$ cat config.mk
export PLATFORM = sky130hd
export DESIGN_NAME = adc_dedicated_channel_readout
export DESIGN_NICKNAME = d
export VERILOG_FILES = /design/src/design/adc_readout_pkg.sv /design/src/design/result_coder.sv /design/src/design/adc_dedicated_channel_readout.sv
export SDC_FILE = /design/constraint.sdc
export NUM_CORES = 1
export LEC_CHECK = 0
export ABC_AREA = 1
export BUFFER_PORTS_ARGS = -buffer_cell sky130_fd_sc_hd__buf_2
export CORE_MARGIN = 2
export CORE_UTILIZATION = 35
export CTS_CLUSTER_DIAMETER = 30
export DETAILED_ROUTE_END_ITERATION = 10
export PLACE_DENSITY = 0.55
export RECOVER_POWER = 100
export SETUP_SLACK_MARGIN = 0.3
export SLEW_MARGIN = 25
export SYNTH_ARGS = -nofsm -noshare
export SYNTH_HDL_FRONTEND = slang
export SYNTH_SLANG_ARGS = --single-unit
$ cat constraint.sdc
create_clock -name aclk -period 3.1 [get_ports aclk]
set_clock_uncertainty 0.15 [all_clocks]
set_input_delay 0.775 -clock aclk [delete_from_list [all_inputs] [get_ports aclk]]
set_output_delay 0.775 -clock aclk [all_outputs]
set_load 0.01 [all_outputs]
$ cat src/design/adc_readout_pkg.sv
// Constants, field layouts and carrier types for the dedicated channel readout
// Functional notes
// - Channel 0: battery voltage, unsigned ten-bit code
// - Current path runs only while enable set
// - Enable clear: channel 1 slots read zero
// - Sample voltage, current together; convert voltage first
// - Single mode channel 1: four voltage/current pairs
// - Multi mode: voltage slot 0, current slot 1
// - Current results are two's complement ten-bit
// - Channel 2: supply voltage, unsigned ten-bit code
// - Charger divider: one means five, zero ten
// - Results ten bits; readout uses first slot address
// - Single mode: all eight use addressed channel, except channel 1 (pairs)
package adc_readout_pkg;
	localparam int RES_W    = 10;
	localparam int SLOTS    = 8;
	localparam int IDX_W    = 3;
	localparam int CLK_HZ   = 10_000_000;
	localparam int TBASE_HZ = 32_768;
	localparam int TICK_CYC = CLK_HZ / TBASE_HZ;
	localparam int TICK_W   = 9;
	localparam logic [7:0] OFF_CTRL   = 8'h00;
	localparam logic [7:0] OFF_STATUS = 8'h04;
	localparam logic [7:0] OFF_RESULT = 8'h08;
	localparam int CTRL_START = 0;
	localparam int CTRL_MODE  = 1;
	localparam int CTRL_BEN   = 2;
	localparam int CTRL_DIV   = 3;
	localparam int CTRL_ADDR  = 4;
	localparam int STAT_BUSY  = 0;
	localparam int STAT_DONE  = 1;
	localparam logic [IDX_W-1:0] CH_VBAT = 3'h0;
	localparam logic [IDX_W-1:0] CH_IBAT = 3'h1;
	localparam logic [1:0] RESP_OKAY   = 2'h0;
	localparam logic [1:0] RESP_SLVERR = 2'h2;
	localparam logic [RES_W-1:0] CODE_ZERO = 10'h000;
	localparam logic [RES_W-1:0] SIGN_BIT  = 10'h200;
	typedef struct packed {
		logic [IDX_W-1:0] first_slot_address;
		logic             charger_divider_select;
		logic             battery_current_enable;
		logic             channel_mode_select;
	} ctrl_t;
	localparam ctrl_t CTRL_RESET = '{first_slot_address: 3'h0, charger_divider_select: 1'b1,
		battery_current_enable: 1'b0, channel_mode_select: 1'b0};
	typedef enum logic [1:0] {ST_IDLE, ST_WAIT, ST_CONV} seq_state_t;
endpackage : adc_readout_pkg

$ cat src/design/result_coder.sv
// Turns a raw converter code into the stored result for one conversion
`timescale 1ns/1ps
module result_coder (
	input  wire logic [2:0] sel,
	input  wire logic       current_on,
	input  wire logic [9:0] raw,
	output logic      [9:0] coded
);
	// Core delivers bipolar inputs offset binary; flipping the top bit gives two's complement
	always_comb begin
		if (sel == adc_readout_pkg::CH_IBAT) begin
			if (current_on) begin
				coded = raw ^ adc_readout_pkg::SIGN_BIT;
			end else begin
				coded = adc_readout_pkg::CODE_ZERO;
			end
		end else begin
			coded = raw;
		end
	end
endmodule : result_coder

$ cat src/design/adc_dedicated_channel_readout.sv
// Conversion sequencer, result slots and AXI4-Lite register slave for channels 0 to 7
`timescale 1ns/1ps
module adc_dedicated_channel_readout #(
	parameter int ADDR_W = 8
) (
	input  wire logic              aclk,
	input  wire logic              aresetn,
	input  wire logic              s_axi_awvalid,
	output logic                   s_axi_awready,
	input  wire logic [ADDR_W-1:0] s_axi_awaddr,
	input  wire logic              s_axi_wvalid,
	output logic                   s_axi_wready,
	input  wire logic [31:0]       s_axi_wdata,
	input  wire logic [3:0]        s_axi_wstrb,
	output logic                   s_axi_bvalid,
	input  wire logic              s_axi_bready,
	output logic [1:0]             s_axi_bresp,
	input  wire logic              s_axi_arvalid,
	output logic                   s_axi_arready,
	input  wire logic [ADDR_W-1:0] s_axi_araddr,
	output logic                   s_axi_rvalid,
	input  wire logic              s_axi_rready,
	output logic [31:0]            s_axi_rdata,
	output logic [1:0]             s_axi_rresp,
	output logic                   conv_req,
	output logic [2:0]             conv_sel,
	output logic                   sample_strobe,
	input  wire logic              conv_done,
	input  wire logic [9:0]        conv_code,
	output logic                   battery_current_enable,
	output logic                   charger_divider_select,
	output logic                   busy
);
	localparam int RW = adc_readout_pkg::RES_W;
	localparam int IW = adc_readout_pkg::IDX_W;

	// Single mode on the current channel interleaves pairs; multi mode pairs slots 0 and 1
	function automatic logic is_current(input adc_readout_pkg::ctrl_t c, input logic [IW-1:0] i);
		if (c.channel_mode_select) begin
			is_current = (c.first_slot_address == adc_readout_pkg::CH_IBAT) && i[0];
		end else begin
			is_current = (i == adc_readout_pkg::CH_IBAT);
		end
	endfunction : is_current

	function automatic logic [IW-1:0] sel_of(input adc_readout_pkg::ctrl_t c, input logic [IW-1:0] i);
		if (is_current(c, i)) begin
			sel_of = adc_readout_pkg::CH_IBAT;
		end else if (c.channel_mode_select && c.first_slot_address == adc_readout_pkg::CH_IBAT) begin
			sel_of = adc_readout_pkg::CH_VBAT;
		end else if (c.channel_mode_select) begin
			sel_of = c.first_slot_address;
		end else begin
			sel_of = i;
		end
	endfunction : sel_of

	function automatic logic [ADDR_W-1:0] word_of(input logic [ADDR_W-1:0] a);
		word_of = {a[ADDR_W-1:2], 2'b00};
	endfunction : word_of

	adc_readout_pkg::ctrl_t     ctrl_q, ctrl_d, run_q, run_d;
	logic                       aw_pend_q, aw_pend_d, w_pend_q, w_pend_d;
	logic [ADDR_W-1:0]          aw_addr_q, aw_addr_d;
	logic [31:0]                w_data_q, w_data_d;
	logic [3:0]                 w_strb_q, w_strb_d;
	logic                       awready_q, awready_d, wready_q, wready_d;
	logic                       bvalid_q, bvalid_d, arready_q, arready_d, rvalid_q, rvalid_d;
	logic [1:0]                 bresp_q, bresp_d, rresp_q, rresp_d;
	logic [31:0]                rdata_q, rdata_d;
	logic                       start_req;
	adc_readout_pkg::seq_state_t st_q, st_d;
	logic [IW-1:0]              idx_q, idx_d;
	logic [adc_readout_pkg::TICK_W-1:0] tick_q, tick_d;
	logic                       req_q, req_d, smp_q, smp_d, done_q, done_d, busy_q, busy_d;
	logic [IW-1:0]              sel_q, sel_d;
	logic [RW-1:0]              slot_q [adc_readout_pkg::SLOTS];
	logic [RW-1:0]              coded;
	logic                       store;
	logic [RW-1:0]              store_val;

	result_coder u_coder (
		.sel        (sel_q),
		.current_on (run_q.battery_current_enable),
		.raw        (conv_code),
		.coded      (coded)
	);

	// Register slave: address and data taken in either order, response once both are in
	always_comb begin
		ctrl_d    = ctrl_q;
		aw_pend_d = aw_pend_q;
		aw_addr_d = aw_addr_q;
		w_pend_d  = w_pend_q;
		w_data_d  = w_data_q;
		w_strb_d  = w_strb_q;
		bvalid_d  = bvalid_q;
		bresp_d   = bresp_q;
		rvalid_d  = rvalid_q;
		rdata_d   = rdata_q;
		rresp_d   = rresp_q;
		start_req = 1'b0;
		if (s_axi_awvalid && awready_q) begin
			aw_pend_d = 1'b1;
			aw_addr_d = word_of(s_axi_awaddr);
		end
		if (s_axi_wvalid && wready_q) begin
			w_pend_d = 1'b1;
			w_data_d = s_axi_wdata;
			w_strb_d = s_axi_wstrb;
		end
		if (bvalid_q && s_axi_bready) begin
			bvalid_d = 1'b0;
		end
		if (aw_pend_q && w_pend_q && !bvalid_q) begin
			aw_pend_d = 1'b0;
			w_pend_d  = 1'b0;
			bvalid_d  = 1'b1;
			bresp_d   = adc_readout_pkg::RESP_OKAY;
			case (aw_addr_q)
				adc_readout_pkg::OFF_CTRL: begin
					if (w_strb_q[0]) begin
						ctrl_d.channel_mode_select    = w_data_q[adc_readout_pkg::CTRL_MODE];
						ctrl_d.battery_current_enable = w_data_q[adc_readout_pkg::CTRL_BEN];
						ctrl_d.charger_divider_select = w_data_q[adc_readout_pkg::CTRL_DIV];
						ctrl_d.first_slot_address     = w_data_q[adc_readout_pkg::CTRL_ADDR +: IW];
						start_req = w_data_q[adc_readout_pkg::CTRL_START];
					end
				end
				adc_readout_pkg::OFF_STATUS, adc_readout_pkg::OFF_RESULT: bresp_d = adc_readout_pkg::RESP_OKAY;
				default: bresp_d = adc_readout_pkg::RESP_SLVERR;
			endcase
		end
		if (rvalid_q && s_axi_rready) begin
			rvalid_d = 1'b0;
		end
		if (s_axi_arvalid && arready_q) begin
			rvalid_d = 1'b1;
			rdata_d  = '0;
			rresp_d  = adc_readout_pkg::RESP_OKAY;
			case (word_of(s_axi_araddr))
				adc_readout_pkg::OFF_CTRL: begin
					rdata_d[adc_readout_pkg::CTRL_START] = busy;
					rdata_d[adc_readout_pkg::CTRL_MODE]  = ctrl_q.channel_mode_select;
					rdata_d[adc_readout_pkg::CTRL_BEN]   = ctrl_q.battery_current_enable;
					rdata_d[adc_readout_pkg::CTRL_DIV]   = ctrl_q.charger_divider_select;
					rdata_d[adc_readout_pkg::CTRL_ADDR +: IW] = ctrl_q.first_slot_address;
				end
				adc_readout_pkg::OFF_STATUS: begin
					rdata_d[adc_readout_pkg::STAT_BUSY] = busy;
					rdata_d[adc_readout_pkg::STAT_DONE] = done_q;
				end
				adc_readout_pkg::OFF_RESULT: begin
					rdata_d[RW-1:0] = slot_q[ctrl_q.first_slot_address];
				end
				default: rresp_d = adc_readout_pkg::RESP_SLVERR;
			endcase
		end
		awready_d = !aw_pend_d && !bvalid_d;
		wready_d  = !w_pend_d && !bvalid_d;
		arready_d = !rvalid_d;
	end

	// Sequencer: one time-base tick before each of the eight slots
	always_comb begin
		st_d      = st_q;
		idx_d     = idx_q;
		tick_d    = tick_q;
		req_d     = req_q;
		smp_d     = 1'b0;
		sel_d     = sel_q;
		run_d     = run_q;
		done_d    = done_q;
		store     = 1'b0;
		store_val = coded;
		case (st_q)
			adc_readout_pkg::ST_IDLE: begin
				if (start_req) begin
					run_d  = ctrl_d;
					idx_d  = '0;
					tick_d = '0;
					done_d = 1'b0;
					st_d   = adc_readout_pkg::ST_WAIT;
				end
			end
			adc_readout_pkg::ST_WAIT: begin
				if (tick_q == adc_readout_pkg::TICK_W'(adc_readout_pkg::TICK_CYC - 1)) begin
					tick_d = '0;
					if (is_current(run_q, idx_q) && !run_q.battery_current_enable) begin
						store     = 1'b1;
						store_val = adc_readout_pkg::CODE_ZERO;
					end else begin
						req_d = 1'b1;
						sel_d = sel_of(run_q, idx_q);
						smp_d = !is_current(run_q, idx_q);
						st_d  = adc_readout_pkg::ST_CONV;
					end
				end else begin
					tick_d = tick_q + 1'b1;
				end
			end
			adc_readout_pkg::ST_CONV: begin
				if (conv_done) begin
					req_d = 1'b0;
					store = 1'b1;
					st_d  = adc_readout_pkg::ST_WAIT;
				end
			end
			default: st_d = adc_readout_pkg::ST_IDLE;
		endcase
		if (store) begin
			if (idx_q == IW'(adc_readout_pkg::SLOTS - 1)) begin
				st_d   = adc_readout_pkg::ST_IDLE;
				done_d = 1'b1;
			end else begin
				idx_d = idx_q + 1'b1;
			end
		end
		busy_d = (st_d != adc_readout_pkg::ST_IDLE);
	end

	always_ff @(posedge aclk) begin
		if (!aresetn) begin
			ctrl_q    <= adc_readout_pkg::CTRL_RESET;
			run_q     <= adc_readout_pkg::CTRL_RESET;
			aw_pend_q <= 1'b0;
			aw_addr_q <= '0;
			w_pend_q  <= 1'b0;
			w_data_q  <= '0;
			w_strb_q  <= '0;
			awready_q <= 1'b0;
			wready_q  <= 1'b0;
			bvalid_q  <= 1'b0;
			bresp_q   <= adc_readout_pkg::RESP_OKAY;
			arready_q <= 1'b0;
			rvalid_q  <= 1'b0;
			rdata_q   <= '0;
			rresp_q   <= adc_readout_pkg::RESP_OKAY;
			st_q      <= adc_readout_pkg::ST_IDLE;
			busy_q    <= 1'b0;
			idx_q     <= '0;
			tick_q    <= '0;
			req_q     <= 1'b0;
			smp_q     <= 1'b0;
			sel_q     <= '0;
			done_q    <= 1'b0;
		end else begin
			ctrl_q    <= ctrl_d;
			run_q     <= run_d;
			aw_pend_q <= aw_pend_d;
			aw_addr_q <= aw_addr_d;
			w_pend_q  <= w_pend_d;
			w_data_q  <= w_data_d;
			w_strb_q  <= w_strb_d;
			awready_q <= awready_d;
			wready_q  <= wready_d;
			bvalid_q  <= bvalid_d;
			bresp_q   <= bresp_d;
			arready_q <= arready_d;
			rvalid_q  <= rvalid_d;
			rdata_q   <= rdata_d;
			rresp_q   <= rresp_d;
			st_q      <= st_d;
			busy_q    <= busy_d;
			idx_q     <= idx_d;
			tick_q    <= tick_d;
			req_q     <= req_d;
			smp_q     <= smp_d;
			sel_q     <= sel_d;
			done_q    <= done_d;
		end
	end

	// Only the sequencer writes the slots, so readout never races a bus write
	for (genvar s = 0; s < adc_readout_pkg::SLOTS; s++) begin : g_slot
		always_ff @(posedge aclk) begin
			if (!aresetn) begin
				slot_q[s] <= adc_readout_pkg::CODE_ZERO;
			end else if (store && idx_q == IW'(s)) begin
				slot_q[s] <= store_val;
			end
		end
	end

	assign s_axi_awready          = awready_q;
	assign s_axi_wready           = wready_q;
	assign s_axi_bvalid           = bvalid_q;
	assign s_axi_bresp            = bresp_q;
	assign s_axi_arready          = arready_q;
	assign s_axi_rvalid           = rvalid_q;
	assign s_axi_rdata            = rdata_q;
	assign s_axi_rresp            = rresp_q;
	assign conv_req               = req_q;
	assign conv_sel               = sel_q;
	assign sample_strobe          = smp_q;
	assign battery_current_enable = run_q.battery_current_enable;
	assign charger_divider_select = run_q.charger_divider_select;
	assign busy                   = busy_q;
endmodule : adc_dedicated_channel_readout

# After elaboration in Yosys (flattened, before gate mapping)
# Memory sizes are Yosys's and may differ from the RTL's. A register that Yosys moved wholly into a read port is not among the register bits.
# Cells that the tools add are included.
[op_classes]
addsub = 2
n_eq_ne = 20
n_mux = 93
bitwise_logic = 13
reduce_logical = 41
[ops]
columns = ["op", "count"]
rows = [
  ["2-to-1 mux 10 bit", 13],
  ["2-to-1 mux 1 bit", 52],
  ["2-to-1 mux 3 bit", 9],
  ["logical AND 1 bit", 20],
  ["2-to-1 mux 6 bit", 3],
  ["2-to-1 mux 9 bit", 2],
  ["one-hot mux 9 bit (2 select lines)", 1],
  ["2-to-1 mux 2 bit", 8],
  ["== test 3 bit (second input constant)", 4],
  ["== test 6 x 1 -> 1 bit (second input constant)", 2],
  ["== test 6 x 2 -> 1 bit (second input constant)", 2],
  ["one-hot mux 2 bit (3 select lines)", 2],
  ["one-hot mux 5 bit (2 select lines)", 1],
  ["adder 9 x 1 -> 9 bit (second input constant)", 1],
  ["== test 3 x 1 -> 1 bit (second input constant)", 3],
  ["== test 9 bit (second input constant)", 1],
  ["zero test 8 bit", 1],
  ["inequality test 2 bit (second input constant)", 4],
  ["bitwise OR 1 bit", 8],
  ["zero test 1 bit", 7],
  ["== test 3 x 2 -> 1 bit (second input constant)", 2],
  ["zero test 6 bit", 1],
  ["nonzero test 2 bit", 3],
  ["OR reduction 3 bit", 2],
  ["11 further kinds", 17],
]
[word_totals]
reg_bits = 68
ram_bits = 80
inputBits = 70
output_inout_bits = 49
wordCells = 199
n_memories = 1
[memory_table]
columns = ["name", "depth", "width", "rd", "rd_ports_with_merged_regs", "wr", "line_no", "text"]
rows = [
  ["slot_q", 8, 10, 1, 1, 8, "adc_dedicated_channel_readout.sv:77", "logic [RW-1:0] slot_q [adc_readout_pkg::SLOTS];"],
]

# Depth between registers and ports, before layout
# Gate-level depths: netlist of run 1.
[depth]
depth_word = 14
mapped_depth = 11
ltp_nobuf = 10

# Cells and area by module
# Synthesis of run 1 repeated with hierarchy kept, for this count alone.
[unflattened]
cells_unflattened = 813
area_unflattened_um2 = 7041.8
[modules_own_cells]
columns = ["mod", "instances", "cells_each", "area_each_um2", "seq_area_each_um2"]
rows = [
  ["adc_dedicated_channel_readout", 1, 758, 6799.0, 3723.6],
  ["result_coder", 1, 55, 242.7, 0.0],
]

# Worst setup path before layout of run 1
# Ideal clock, no wire load.
[synth_path]
path_type = "flip-flop to flip-flop"
start = "reg idx_q[0]"
end = "mem slot_q[5][0] (netlist name), enable pin"
setup_time_ns = 0.391
t_arrival_ns = 2.263
t_required_ns = 2.559
slack_ns = 0.296
path_stages_with_launch = 11
path_buffers = 1
period_less_slack_ns = 2.804
path_cell_list = "dfxtp_1 -> ha_1 -> nand2_1 -> nand2_2 -> nand2_4 -> nor2_4 -> nor2_2 -> nor2_4 -> buf_12 -> nand2_1 -> o21ai_0"
[synth_lines]
columns = ["item", "line_no", "text"]
rows = [
  ["from (decl)", "adc_dedicated_channel_readout.sv:73", "logic [IW-1:0] idx_q, idx_d;"],
  ["from (signal assigned)", "adc_dedicated_channel_readout.sv:265", "idx_q <= idx_d;"],
  ["to (decl)", "adc_dedicated_channel_readout.sv:77", ""],
]

==> results.toml, run 1 <==
[sta]
fmax_mhz = 370.7
slew_headroom = 0.3104
finalCriticalPeriod_ns = 2.697
worst_slew_pin_slew_ns = 1.034
fin_crit_sh = 0.8701
hold_viol = 0
maxSlewViolCount = 0
rsz0062_at_grt = "no"
setup_viol_count_final = 0
final.setup.tns_ns = 0

[finish]
seqCellArea_um2 = 3724
syn_to_final_growth_pct = 13.51
utilization = 0.4034
final_common_cell = "nor2_1"
nets = 911
fillCellCount = 1991
drive_gt1_frac = 0.1176
design_area_um2 = 7799
final_cell_mix = "190 x nor2_1, 83 x o21ai_0, 80 x edfxtp_1"
n_antenna_cell = 0
multi_input_area_um2 = 2616

[power]
ir_drop_mv = 0.3804
p_comb_frac = 0.050
seqPwrFrac = 0.502
netSwitchingFraction = 0.2373
internal_power_mw = 3.248
p_switching_mw = 1.011
p_clk_frac = 0.448
power_mw = 4.259
leakagePower_nw = 2.979
p_per_area_nw_per_um2 = 546.1

[floorplan]
initial_core_util = 0.3553
rows = 51
die_area_um2 = 20770
die_height_um = 144.1
core-area_um2 = 19330
die_w_um = 144.1
io_pins = 119

[routing]
first_pass_iters = 5
num_vias = 5354
route.detailed.drc = 0
drtIter0Drc = 373
finalWirelength_um = 17510
wire_per_inst_um = 15.82
postRouteAntennaNets = 0
vias_per_cell = 4.836

[global_routing]
grt_usage = 0.1773
gr-total-overflow = 0
grt_max_degree = 42
antenna_found_initial = 0
grt_pass1_wl_um = 27820
first_global_vias = 5168

[critical_path]
path_max_fanout = 10
crit_family = "simple AND/OR/NAND/NOR gates"
start_kind = "flip-flop"
critical_path.max_stage_delay_ns = 0.55
cp.buffers_inverters = 2
ff2ff_path_depth = 11
worst_setup_path_end_kind = "flip-flop"
r2r_slack_ns = 0.40
cp.arrival_ns = 2.60
critPathRequiredTime_ns = 3.00
path_depth = 11
r2r-start = "tick_q[0]$_SDFFE_PN0P_"
r2r_end = "slot_q[5][7]$_SDFFCE_PN0P_"
worstSetupPathType = "reg2reg"
slowest_stage = "clkbuf_1"
path_cells = "inv_1 -> ha_1 -> nand2_1 -> nor2_1 -> nand3_1 -> nor2_4 -> nor2_1 -> nor2_4 -> nand2_1 -> o21ai_0 -> clkbuf_1"

[cts]
cts_max_path_buffers = 2
postCtsHoldBufs = 0
ctsResizeCount = 0
root_buffer = "clkbuf_16"
cts_max_level = 4
cts_buffers = 17
clk_latency_ns = 0.42
cts_sinks = 146
cts_tree = "built"
path_clk_slew_ns = 0.06
cts_setup_buffers = 0

[synth]
postSynthAreaPerCell_um2 = 8.993
synth_ff_type = "edfxtp_1"
ys_types = 42
synth_edf_count = 80
syn-cell-area_um2 = 6870
ys_seq_area_frac = 0.5420
synthCells = 764
ys_async_sr_fraction = 0
ys_seq_elements = 146
yosysWarningCount = 0

[placement]
portBuffers = 62
place_area_um2 = 7392
place_congestion = 0.8164
dp_hpwl_um = 11660

[worst_hold_path]
hold_end = "s_axi_awready$_SDFF_PN0_"
min_from = "aw_pend_q$_SDFF_PN0_"
min_path_type = "reg2reg"
whs_path_depth = 1

[run_status]
outcome = "complete, no violations"

[flow_run]
maxCapViolCount = 0
==> worst max-delay path by stage <==
stage                                      end  slack [ns]                    from
floorplan           slot_q[5][0]$_SDFFCE_PN0P_        0.30     idx_q[0]$_SDFF_PN0_
global placement    slot_q[3][5]$_SDFFCE_PN0P_        0.58     idx_q[0]$_SDFF_PN0_
detailed placement  slot_q[0][3]$_SDFFCE_PN0P_        0.56     idx_q[0]$_SDFF_PN0_
CTS                 slot_q[5][3]$_SDFFCE_PN0P_        0.53     idx_q[0]$_SDFF_PN0_
global route        slot_q[5][7]$_SDFFCE_PN0P_        0.16  tick_q[0]$_SDFFE_PN0P_
finish              slot_q[5][7]$_SDFFCE_PN0P_        0.40  tick_q[0]$_SDFFE_PN0P_
==> final cells by class <==
class | count | area share
Multi-Input combinational cell | 534 | 0.3355
Inverter | 48 | 0.02310
Clock inverter | 12 | 0.01059
Sequential cell | 146 | 0.4775
Clock buffer | 20 | 0.05872
Timing Repair Buffer | 82 | 0.05214
Tap cell | 265 | 0.04252
==> metrics by stage <==
step           setup WS (ns)  hold WS [ns]  cells
5_1_grt               0.1629        0.3313   1107
2_1_floorplan         0.2963        0.2766    787
6_report              0.4026        0.3061   1107
3_5_place_dp          0.5623        0.3017   1075
3_3_place_gp          0.5788        0.3019   1075
4_1_cts               0.5282        0.3109   1107
==> synth_stat cells (3+ instances only) <==
cell type	n	share of area
nor2_1	189	0.10
o21ai_0	83	0.060
edfxtp_1	80	0.35
dfxtp_1	66	0.19
nand2_1	63	0.034
inv_1	43	0.023
a21oi_1	42	0.031
nand3_1	30	0.022
buf_4	29	0.032
clkbuf_1	24	0.013
o211ai_1	20	0.022
ha_1	12	0.022
o22ai_1	9	0.0082
o221ai_1	8	0.010
nor2_2	7	0.0064
nor3_1	7	0.0051
nand4_1	5	0.0046
xor2_1	5	0.0064
nand4_4	4	0.012
clkinv_1	3	0.0016
nand2_2	3	0.0027
o31ai_1	3	0.0033
or2_2	3	0.0027
==> kinds of logic (layout without fill, tap and decap cells) <==
group,count (synthesis),count (layout),share of synthesized area
multiplexers,1,1,0.001457
buffers and inverters,107,162,0.07813
flip-flops,146,146,0.5420
other,1,24,0.0005458
AND/OR/NAND/NOR,322,322,0.2098
adder cells (fa/ha/maj),12,12,0.02185
XOR/XNOR,5,5,0.006374
AO/OA/AOI/OAI,170,170,0.1399
==> power by group through the flow <==
stage          sequential (mW)  combinational (mW)  clock [mW]
6_report                  2.14               0.211        1.91
5_1_grt                   2.15               0.238        2.03
4_1_cts                   2.14               0.220        1.94
3_5_place_dp              2.18               0.220           0
3_3_place_gp              2.18               0.219           0
2_1_floorplan             2.18               0.148           0
==> sequential cells by signal, indices dropped and copies added (netlist names), 2 cells and up <==
register	flops
conv_sel	3
s_axi_rdata	10
st_q	2
slot_q	80
tick_q	9
aw_addr_q	6
run_q	4
idx_q	3
w_data_q	7
ctrl_q	6
==> worst reg2reg max path, cell delays in order, from the launching register on <==
cell,delay [ns]
dfxtp_1,0.33
inv_1,0.10
ha_1,0.15
nand2_1,0.05
nor2_1,0.14
nand3_1,0.21
nor2_4,0.17
nor2_1,0.07
nor2_4,0.17
nand2_1,0.09
o21ai_0,0.15
clkbuf_1,0.55
==> metal layers <==
| metal | global-route usage | part of all wire |
|---|---|---|
| met1 | 0.2372 | 0.48 |
| met2 | 0.2837 | 0.46 |
| met3 | 0.04238 | 0.045 |
| met4 | 0.05676 | 0.017 |
| met5 | 0 | 0 |
(Power assumes the default switching activity.)
==> run 2: changes to the inputs <==
Settings changed: CORE_MARGIN 2 to unset.
==> run 2 against run 1 <==
Against the previous run:
- register-to-register slack got worse by 0.04 ns
- fmax down 1.4%
- final area is 1.3% higher
- sequential power barely moved
- clock power increased by 7%
- worst hold slack improved by 0.0071 ns
- first-iteration DRC count shrank 5.1%
- power increased by 3.3%
- non-clock buffer count is 1 higher
==> results.toml, run 2 (synthesis gave the netlist of run 1 again) <==
[power]
leakagePower_nw = 3.036
ir_drop_mv = 0.3776
internal_power_mw = 3.440
p_per_area_nw_per_um2 = 556.8
power_mw = 4.401
seqPwrFrac = 0.487
netSwitchingFraction = 0.2183
p_comb_frac = 0.049
p_switching_uw = 960.7
p_clk_frac = 0.465

[routing]
vias_per_cell = 4.858
finalWirelength_um = 17500
num_vias = 5358
wire_per_inst_um = 15.87
route.detailed.drc = 0
drtIter0Drc = 354
postRouteAntennaNets = 0
first_pass_iters = 4

[cts]
path_clk_slew_ns = 0.06
cts_sinks = 146
cts_max_level = 4
postCtsHoldBufs = 0
cts_tree = "built"
root_buffer = "clkbuf_16"
cts_buffers = 17
ctsResizeCount = 0
cts_max_path_buffers = 2
clk_latency_ns = 0.42
cts_setup_buffers = 0

[finish]
regMostFlops = "slot_q"
n_antenna_cell = 0
utilization = 0.4170
multi_input_area_um2 = 2668
seqCellArea_um2 = 3724
largest_reg_flops = 80
final_cell_mix = "190 x nor2_1, 83 x o21ai_0, 80 x edfxtp_1"
syn_to_final_growth_pct = 15.04
fillCellCount = 1931
nets = 912
drive_gt1_frac = 0.1222
final_common_cell = "nor2_1"

[critical_path]
path_max_fanout = 11
r2r_end = "slot_q[2][0]$_SDFFCE_PN0P_"
worstSetupPathType = "reg2reg"
r2r-start = "st_q[1]$_SDFF_PN0_"
start_kind = "flip-flop"
crit_end = "slot_q[2][0]$_SDFFCE_PN0P_"
slowest_stage = "ha_1"
critPathRequiredTime_ns = 3.20
r2r_slack_ns = 0.36
cp.arrival_ns = 2.84
critical_path.max_stage_delay_ns = 0.37
ff2ff_path_depth = 9
critPathLaunch = "st_q[1]$_SDFF_PN0_"
path_cells = "inv_1 -> ha_1 -> nand3_1 -> nor2_4 -> nor2_1 -> nor2_4 -> clkbuf_1 -> nand4_4 -> nor2_1"
worst_setup_path_end_kind = "flip-flop"

[sta]
finalCriticalPeriod_ns = 2.736
setup_viol_count_final = 0
maxSlewViolCount = 0
worst_slew_pin_slew_ns = 1.186
slew_headroom = 0.2095
final.setup.tns_ns = 0
rsz0062_at_grt = "no"
hold_viol = 0
fmax_mhz = 365.5
fin_crit_sh = 0.8826

[global_routing]
grt_max_degree = 24
antenna_found_initial = 0
grt_pass1_wl_um = 27310
use_met3 = 0.03533
grt_usage = 0.1807
gr-max-usage-layer = "met2"
first_global_vias = 4960
grtUsageMet2 = 0.2825
grt_util_met1 = 0.2533
gr-total-overflow = 0

[floorplan]
core-area_um2 = 18960
die_area_um2 = 20190
rows = 50
io_pins = 119
die_height_um = 142.1
initial_core_util = 0.3624
die_w_um = 142.1

[flow_run]
maxCapViolCount = 0

[placement]
place_congestion = 0.7697
dp_hpwl_um = 12110
portBuffers = 62

[run_status]
outcome = "complete, no violations"

[worst_hold_path]
min_path_type = "reg2reg"
==> run 2: cell count changes in the layout (fill, tap and decap cells not counted), moves of 2 or more <==
cell / change
nand4_1: -4
clkbuf_8: +3
clkinvlp_4: -3
inv_6: -3
nand4_4: +3
clkbuf_1: +2
clkinv_1: -2
clkinv_4: +2
==> run 2: layout make-up <==
class                   instances  share of cell area
flip-flops and latches        146              0.4711
multi-input cells             534              0.3375
clock buffers                  25             0.06680
repair buffers                 83             0.05192
well taps                     260             0.04116
inverters                      48             0.02280
clock inverters                 7            0.008707
==> run 2: how the worst min path moves through the flow <==
stage,start,to,cells past startpoint
2_1_floorplan,aw_pend_q$_SDFF_PN0_,s_axi_awready$_SDFF_PN0_,1
3_3_place_gp,aw_pend_q$_SDFF_PN0_,s_axi_awready$_SDFF_PN0_,1
3_5_place_dp,s_axi_rdata[6]$_SDFFE_PN0P_,s_axi_rdata[6]$_SDFFE_PN0P_,2
4_1_cts,s_axi_rdata[6]$_SDFFE_PN0P_,s_axi_rdata[6]$_SDFFE_PN0P_,2
5_1_grt,aw_pend_q$_SDFF_PN0_,s_axi_awready$_SDFF_PN0_,1
6_report,s_axi_rdata[6]$_SDFFE_PN0P_,s_axi_rdata[6]$_SDFFE_PN0P_,2
==> run 2: power groups by stage <==
stage	Clock [mW]	Combinational [mW]	Sequential, mW
floorplan	0	0.148	2.18
global placement	0	0.220	2.18
detailed placement	0	0.223	2.18
CTS	2.08	0.223	2.14
global route	2.15	0.241	2.15
finish	2.04	0.214	2.14
==> run 2: worst max-delay path, delay by kind of cell, from the launching register on <==
family,cells,cell delay (ns)
adders and majority gates,1,0.37
buffers and inverters,2,0.40
DFF,1,0.35
and+or+nand+nor,6,1.29
==> run 2: metrics by stage <==
step | hold slack [ns] | instances | area [µm²] | setup WS, ns
after CTS | 0.3128 | 1103 | 7990 | 0.5175
after floorplan | 0.2766 | 787 | 6957 | 0.2963
after global routing | 0.3281 | 1103 | 7904 | 0.1811
after global placement | 0.2983 | 1071 | 7393 | 0.5597
final | 0.3131 | 1103 | 7904 | 0.3639
after detailed placement | 0.3032 | 1071 | 7393 | 0.5315
==> run 2: routing by layer <==
| metal | up-vias | routed length, µm |
|---|---|---|
| met5 | - | 0 |
| met2 | 147 | 8051 |
| met3 | 17 | 783 |
| met1 | 2495 | 8434 |
| met4 | 0 | 233 |
| li1 | 2699 | - |
